$ cat config.mk
export PLATFORM = sky130hd
export DESIGN_NAME = port_s_gpio_pwm_routing
export DESIGN_NICKNAME = d
export VERILOG_FILES = /design/src/pkg/port_s_pkg.sv /design/src/pin_sync.sv /design/src/port_s_gpio_pwm_routing.sv
export SDC_FILE = /design/constraint.sdc
export NUM_CORES = 1
export LEC_CHECK = 0
export ABC_AREA = 1
export BUFFER_PORTS_ARGS = -buffer_cell sky130_fd_sc_hd__buf_2
export CORE_ASPECT_RATIO = 0.6
export CORE_MARGIN = 1
export CORE_UTILIZATION = 44
export CTS_CLUSTER_DIAMETER = 120
export DETAILED_ROUTE_END_ITERATION = 10
export HOLD_SLACK_MARGIN = 0.08
export PLACE_DENSITY = 0.8
export RECOVER_POWER = 100
export SLEW_MARGIN = 20
export SYNTH_ARGS = -nofsm -noshare
export SYNTH_HDL_FRONTEND = slang
export SYNTH_HIERARCHICAL = 1
export SYNTH_SLANG_ARGS = --single-unit
$ cat constraint.sdc
create_clock -name mclk -period 1.6 [get_ports mclk]
set_clock_uncertainty 0.15 [all_clocks]
set_input_delay 0.08 -clock mclk [delete_from_list [all_inputs] [get_ports mclk]]
set_output_delay 0.08 -clock mclk [all_outputs]
set_load 0.01 [all_outputs]
$ cat src/pkg/port_s_pkg.sv
package port_s_pkg;

  localparam int BUS_W   = 32;
  localparam int ADDR_W  = 12;
  localparam int PORT_W  = 4;
  localparam int PWM_N   = 3;

  // byte addresses of the register words
  localparam logic [ADDR_W-1:0] ROUTE_OFS  = 12'h0240;
  localparam logic [ADDR_W-1:0] DATA_OFS   = 12'h0248;
  localparam logic [ADDR_W-1:0] INPUT_OFS  = 12'h024C;
  localparam logic [ADDR_W-1:0] DIR_OFS    = 12'h0250;
  localparam logic [ADDR_W-1:0] REDUCE_OFS = 12'h0254;

  // route bit position per routed channel: index 0, 1, 2 = channel 0, 4, 5
  localparam int ROUTE_BIT [PWM_N] = '{0, 4, 5};

  // alternative function pins on port s
  localparam int TXD_BIT = 1;
  localparam int RXD_BIT = 0;

  // reset values
  localparam logic [7:0] DATA_RST   = 8'h00;
  localparam logic [7:0] DIR_RST    = 8'h00;
  localparam logic [7:0] REDUCE_RST = 8'h00;
  localparam logic [7:0] ROUTE_RST  = 8'h00;
  localparam logic       RXD_IDLE   = 1'h1;

  typedef enum logic {
    BUS_IDLE = 1'b0,
    BUS_ACK  = 1'b1
  } bus_state_t;

endpackage

$ cat src/pin_sync.sv
`timescale 1ns/100ps

module pin_sync #(
  parameter int WIDTH = 4
) (
  input  wire logic             mclk,
  input  wire logic             sys_rst,
  input  wire logic [WIDTH-1:0] async_in,
  output logic      [WIDTH-1:0] sync_out
);

  logic [WIDTH-1:0] meta_reg;

  // first stage feeds only the second stage
  always_ff @(posedge mclk) begin
    if (sys_rst) begin
      meta_reg <= '0;
      sync_out <= '0;
    end else begin
      meta_reg <= async_in;
      sync_out <= meta_reg;
    end
  end

endmodule // pin_sync

$ cat src/port_s_gpio_pwm_routing.sv
`timescale 1ns/100ps

// Overview of operation
// - route bit 5 set sends pwm channel 5 to port t pin 5, else port p.
// - route bit 4 set sends pwm channel 4 to port t pin 4, else port p.
// - route bit 0 set sends pwm channel 0 to port t pin 0, else port p.
// - route, data, direction and drive registers are readable and writable anytime.
// - unclaimed output pin drives its stored data bit.
// - data read gives stored bit where direction is 1, pin level otherwise.
// - port s bit 1 carries serial transmit output as alternative function.
// - port s bit 0 carries serial receive input as alternative function.
// - enabled serial interface overrides gpio on port s bits 1 and 0.
// - input register read always returns pin levels regardless of direction.
// - writes to the input register are ignored.
// - each direction bit selects input or output for its pin.
// - enabled serial forces pin direction; stored direction bit stays unchanged.
// - drive bit set gives reduced drive, cleared gives full drive.
// - drive bit ignored on input pins, applies to whatever function drives.
// - enabled pwm routed to port t forces that pin to output.
module port_s_gpio_pwm_routing #(
  parameter int PORT_W = port_s_pkg::PORT_W
) (
  input  wire logic                          mclk,
  input  wire logic                          sys_rst,
  input  wire logic [port_s_pkg::ADDR_W-1:0] avs_address,
  input  wire logic                          avs_read,
  input  wire logic                          avs_write,
  input  wire logic [port_s_pkg::BUS_W-1:0]  avs_writedata,
  input  wire logic [3:0]                    avs_byteenable,
  output logic      [port_s_pkg::BUS_W-1:0]  avs_readdata,
  output logic                               avs_waitrequest,
  input  wire logic [PORT_W-1:0]             port_s_pin_in,
  output logic      [PORT_W-1:0]             port_s_pin_out,
  output logic      [PORT_W-1:0]             port_s_pin_oe,
  output logic      [PORT_W-1:0]             port_s_pin_reduce,
  input  wire logic                          sci_tx_en,
  input  wire logic                          sci_txd,
  input  wire logic                          sci_rx_en,
  output logic                               sci_rxd,
  input  wire logic [port_s_pkg::PWM_N-1:0]  pwm_chan_out,
  input  wire logic [port_s_pkg::PWM_N-1:0]  pwm_chan_en,
  output logic      [port_s_pkg::PWM_N-1:0]  port_t_pwm_out,
  output logic      [port_s_pkg::PWM_N-1:0]  port_t_pwm_oe,
  output logic      [port_s_pkg::PWM_N-1:0]  port_p_pwm_out,
  output logic      [port_s_pkg::PWM_N-1:0]  port_p_pwm_oe
);

  localparam int TXD = port_s_pkg::TXD_BIT;
  localparam int RXD = port_s_pkg::RXD_BIT;
  localparam int NCH = port_s_pkg::PWM_N;

  if (PORT_W < 2 || PORT_W > 8) begin : g_bad_width
    $error("PORT_W must lie between 2 and 8");
  end

  port_s_pkg::bus_state_t state_reg;

  logic [PORT_W-1:0]          data_reg;
  logic [PORT_W-1:0]          dir_reg;
  logic [PORT_W-1:0]          reduce_reg;
  logic [NCH-1:0]             route_reg;
  logic [PORT_W-1:0]          pin_sync_q;
  logic [PORT_W-1:0]          pin_out_next;
  logic [PORT_W-1:0]          pin_oe_next;
  logic [port_s_pkg::BUS_W-1:0] rd_word;
  logic                       commit;
  logic [PORT_W-1:0]          wr_data;
  logic [PORT_W-1:0]          gpio_read;
  logic                       sel_route;
  logic                       sel_data;
  logic                       sel_input;
  logic                       sel_dir;
  logic                       sel_reduce;

  pin_sync #(
    .WIDTH (PORT_W)
  ) u_pin_sync (
    .mclk     (mclk),
    .sys_rst  (sys_rst),
    .async_in (port_s_pin_in),
    .sync_out (pin_sync_q)
  );

  assign sel_route  = avs_address == port_s_pkg::ROUTE_OFS;
  assign sel_data   = avs_address == port_s_pkg::DATA_OFS;
  assign sel_input  = avs_address == port_s_pkg::INPUT_OFS;
  assign sel_dir    = avs_address == port_s_pkg::DIR_OFS;
  assign sel_reduce = avs_address == port_s_pkg::REDUCE_OFS;

  // a write lands at the edge where waitrequest is seen low; only lane 0 carries data
  assign commit  = (state_reg == port_s_pkg::BUS_ACK) && avs_write && avs_byteenable[0];
  assign wr_data = avs_writedata[PORT_W-1:0];

  // bus handshake: one wait cycle, then one ready cycle
  always_ff @(posedge mclk) begin
    if (sys_rst) begin
      state_reg       <= port_s_pkg::BUS_IDLE;
      avs_waitrequest <= 1'h1;
    end else begin
      case (state_reg)
        port_s_pkg::BUS_IDLE: begin
          if (avs_read || avs_write) begin
            state_reg       <= port_s_pkg::BUS_ACK;
            avs_waitrequest <= 1'h0;
          end
        end
        port_s_pkg::BUS_ACK: begin
          state_reg       <= port_s_pkg::BUS_IDLE;
          avs_waitrequest <= 1'h1;
        end
        default: begin
          state_reg       <= port_s_pkg::BUS_IDLE;
          avs_waitrequest <= 1'h1;
        end
      endcase
    end
  end

  assign gpio_read = (dir_reg & data_reg) | (~dir_reg & pin_sync_q);

  always_comb begin
    rd_word = '0;
    if (sel_data) begin
      rd_word[PORT_W-1:0] = gpio_read;
    end else if (sel_input) begin
      rd_word[PORT_W-1:0] = pin_sync_q;
    end else if (sel_dir) begin
      rd_word[PORT_W-1:0] = dir_reg;
    end else if (sel_reduce) begin
      rd_word[PORT_W-1:0] = reduce_reg;
    end else if (sel_route) begin
      for (int i = 0; i < NCH; i++) begin
        rd_word[port_s_pkg::ROUTE_BIT[i]] = route_reg[i];
      end
    end
  end

  // read data sampled when the ready cycle is granted, held until the next read
  always_ff @(posedge mclk) begin
    if (sys_rst) begin
      avs_readdata <= '0;
    end else if (state_reg == port_s_pkg::BUS_IDLE && avs_read) begin
      avs_readdata <= rd_word;
    end
  end

  // input register has no storage, so a write to it changes nothing
  always_ff @(posedge mclk) begin
    if (sys_rst) begin
      data_reg   <= port_s_pkg::DATA_RST[PORT_W-1:0];
      dir_reg    <= port_s_pkg::DIR_RST[PORT_W-1:0];
      reduce_reg <= port_s_pkg::REDUCE_RST[PORT_W-1:0];
    end else if (commit) begin
      if (sel_data) begin
        data_reg <= wr_data;
      end
      if (sel_dir) begin
        dir_reg <= wr_data;
      end
      if (sel_reduce) begin
        reduce_reg <= wr_data;
      end
    end
  end

  always_ff @(posedge mclk) begin
    if (sys_rst) begin
      for (int i = 0; i < NCH; i++) begin
        route_reg[i] <= port_s_pkg::ROUTE_RST[port_s_pkg::ROUTE_BIT[i]];
      end
    end else if (commit && sel_route) begin
      for (int i = 0; i < NCH; i++) begin
        route_reg[i] <= avs_writedata[port_s_pkg::ROUTE_BIT[i]];
      end
    end
  end

  // serial overrides only the pin state, never the stored direction bit
  always_comb begin
    pin_out_next = data_reg;
    pin_oe_next  = dir_reg;
    if (sci_tx_en) begin
      pin_out_next[TXD] = sci_txd;
      pin_oe_next[TXD]  = 1'h1;
    end
    if (sci_rx_en) begin
      pin_out_next[RXD] = 1'h0;
      pin_oe_next[RXD]  = 1'h0;
    end
  end

  always_ff @(posedge mclk) begin
    if (sys_rst) begin
      port_s_pin_out    <= '0;
      port_s_pin_oe     <= '0;
      port_s_pin_reduce <= '0;
      sci_rxd           <= port_s_pkg::RXD_IDLE;
    end else begin
      port_s_pin_out    <= pin_out_next;
      port_s_pin_oe     <= pin_oe_next;
      port_s_pin_reduce <= reduce_reg & pin_oe_next;
      sci_rxd           <= sci_rx_en ? pin_sync_q[RXD] : port_s_pkg::RXD_IDLE;
    end
  end

  // port t direction bits live outside; only the forcing enable is produced here
  for (genvar g = 0; g < NCH; g++) begin : g_pwm
    always_ff @(posedge mclk) begin
      if (sys_rst) begin
        port_t_pwm_out[g] <= 1'h0;
        port_t_pwm_oe[g]  <= 1'h0;
        port_p_pwm_out[g] <= 1'h0;
        port_p_pwm_oe[g]  <= 1'h0;
      end else begin
        port_t_pwm_out[g] <= route_reg[g] & pwm_chan_out[g];
        port_t_pwm_oe[g]  <= route_reg[g] & pwm_chan_en[g];
        port_p_pwm_out[g] <= ~route_reg[g] & pwm_chan_out[g];
        port_p_pwm_oe[g]  <= ~route_reg[g] & pwm_chan_en[g];
      end
    end
  end
endmodule // port_s_gpio_pwm_routing

==> results.md <==
- Initial Utilization: roughly 48%
- Min-delay src: sys_rst
- Final GP Congestion: ~0.88
- Share of cells above drive strength 1: about an eighth
- GRT Residual Overflow: 0
- Clock network power share: between 30% and 40%
- Vias in the first global route: 1830
- Clock Sinks: 56
- Post-synth cell types: 23
- FF-to-FF End: reduce_reg[0]
- Switch share: between 20 and 25%
- Async set or reset register ratio after synthesis: 0%
- Hold path depth: 3
- Non-filler instance count after layout: ~450
- Minimum clock period: 1.50 ns
- GR Util All Layers: 18.8%
- R2r worst-path depth: 6
- Initial antenna violation count: 0
- Synth top area cells: dfxtp_1, nor2_1, buf_4
- Routed via count: 2007
- Register with the most flip-flops: avs_readdata
- Final wirelength: just under 5 mm
- Period utilisation layout: between 90% and 100%
- Worst hold path class: input port to register
- DR vias/cell: between 4 and 5
- Post-Syn Instances: 298
- Worst-case clock buffer depth: 2
- Pre-Repair DR Iteration Count: 4
- Cell taking the most area after synthesis: dfxtp_1
- Area Growth Syn to Fin: 26.5%
- Synthesis-stage register bit count: 56
- Antenna diodes: 0
- Share of the synthesized area in the top cell type: roughly half
- Critical path peak fanout: 8
- Drt wl/cell: 10.8 um
- CTS tree: built
- Relative slew slack: around two thirds
- Setup violations, final: 0
- Flop pwr share: 52.2%
- Synth warn: 6
- First-pass GRT wire length: between 8 and 9 mm
- DP Area: 2580 um^2
- Pin count of the biggest net entering global routing: 33
- Clk slew on worst S/H paths: about 0.09 ns
- Design area: 2890 um^2
- Slew Limit Fails: 0
- CP Launch Type: input port
- Clk Latency, worst-skew pair: 0.30 ns
- Hold_ws: 0.114 ns
- Nets: 454
- Reg-to-reg setup timing slack: ~0.14 ns
- Internal power: between 2 and 2.5 mW
- Hold path endpoint: u_pin_sync/meta_reg[2]
- Die Ht: 57.8 um
- Actual slew at the worst max-slew pin: around 0.53 ns
- CTS Buf Count: 5
- Max reg flops: 6
- Post-synthesis area per instance: 7.65 um^2
- Unrepaired setup endpoints after global routing: no
- H-tree depth: 2
- Worst VDD drop: 0.652 mV
- Outcome: complete, no violations
- Total of max-cap violations: 0
- Top FF cell, synth: dfxtp_1
- Ports: 123
- Die area: 5490 um^2
- Port bufs: 67
- Core Box Area: around 4800 um^2
- Drc violations: 0
- Crit end category: register
- Gate power share: 8.5%
- Cell with the most instances after synthesis: dfxtp_1
- EDFF count, synth: 0
- Switch Pwr: 588 uW
- R2R Path Start: state_reg
- Setup TNS: 0 ns
- CP Class: input port to register
- Static Leak: ~1.3 nW
- Req. time, crit path: ~1.6 ns
- Post-Syn Area: around 2300 um^2
- Synth cell count leaders: dfxtp_1, nor2_1, inv_1
- Sequential fraction of the synthesis area: between 40% and 50%
- CP Data Arrival Time: 1.54 ns
- Fmax: around 0.67 GHz
- Pwr per Cell Area: approximately 950 nW/um^2
- Root Driver: clkbuf_8
- Cells after DPL: between 400 and 500
- Post-DP HPWL: ~3.6 mm
- Antenna Nets Post-Route: 0
- Final Hold Violating Endpoints: 0
- Chip Width: ~95 um
- DR iter-0 viols: 92
- Rows: 19
- Setup bufs post-CTS: 0
-- worst max path at each step --
stage | start | slack [ns] | end | cells after the start
5_1_grt | avs_write | 0.01 | dir_reg[2] | 7
6_report | avs_write | 0.1 | reduce_reg[0] | 8
3_5_place_dp | avs_address[1] | 0.09 | dir_reg[0] | 7
4_1_cts | state_reg | 0.13 | dir_reg[1] | 5
3_3_place_gp | avs_address[1] | 0.17 | dir_reg[2] | 7
2_1_floorplan | state_reg | 0.34 | dir_reg[0] | 5
-- stage by stage --
step	setup slack, ns	power, mW	util [%]
after floorplan	0.339	1.62	-
after global placement	0.174	1.65	54.0
after detailed placement	0.0932	1.65	54.0
after CTS	0.132	2.77	61.5
after global routing	0.0123	2.85	60.4
final	0.0972	2.73	60.4
-- worst max-delay path, cell delays in order --
cell	delay (ns)
dlygate4sd3_1	0.54
buf_2	0.12
nand3_1	0.14
buf_4	0.18
nor2_1	0.09
inv_1	0.13
o21ai_0	0.21
a21oi_1	0.06
-- per-layer routing --
layer	global-route usage [%]	part of all wire [%]	vias up
met2	31.3	46	66
met1	24.2	46	884
li1	-	-	1053
met3	6.43	7.6	4
met4	3.03	0.43	0
met5	0	0	-
-- kinds of logic (layout without fill, tap and decap cells) --
logic type             after synthesis  after routing  synth area share (%)
and+or+nand+nor                    118            118                  23.0
AOI/OAI and AO/OA                   45             45                  10.3
DFF                                 56             56                  49.1
other                                1             26                 0.164
buffers and inverters               78            145                  17.4
-- power groups by stage --
stage               Sequential, mW  Clock, mW  Combinational [mW]
floorplan                     1.47          0               0.152
global placement              1.46          0               0.190
detailed placement            1.46          0               0.194
CTS                           1.43       1.10               0.236
global route                  1.43       1.16               0.262
finish                        1.43       1.07               0.233
-- cells in the final DEF (no fill, tap or decap), types with 2 or more instances in the layout --
| master | n |
|---|---|
| bufinv_16 | 2 |
| nor2_2 | 3 |
| o21ai_0 | 22 |
| nor2_1 | 54 |
| buf_4 | 2 |
| clkbuf_8 | 5 |
| buf_2 | 31 |
| conb_1 | 26 |
| dfxtp_1 | 56 |
| dlygate4sd3_1 | 22 |
| inv_1 | 45 |
| nor2_4 | 4 |
| a21oi_1 | 21 |
| nand3_1 | 9 |
| nand2_2 | 3 |
| clkbuf_1 | 36 |
| nor3_1 | 14 |
| nand2_1 | 29 |
-- area by class of cell --
class,count,area (um^2)
clock buffers,5,68.8
clock inverters,3,68.8
fillers,438,1890
inverters,46,173
repair buffers,91,526
multi-input cells,189,850
well taps,63,78.8
flip-flops and latches,56,1120
-- repair_timing --
action	4_1_cts	5_1_grt
setup endpoints to repair	0	3
resized for setup	0	2
endpoints found under the hold margin	42	0
hold buffers	22	0
Power figures use the tool's default switching activity.
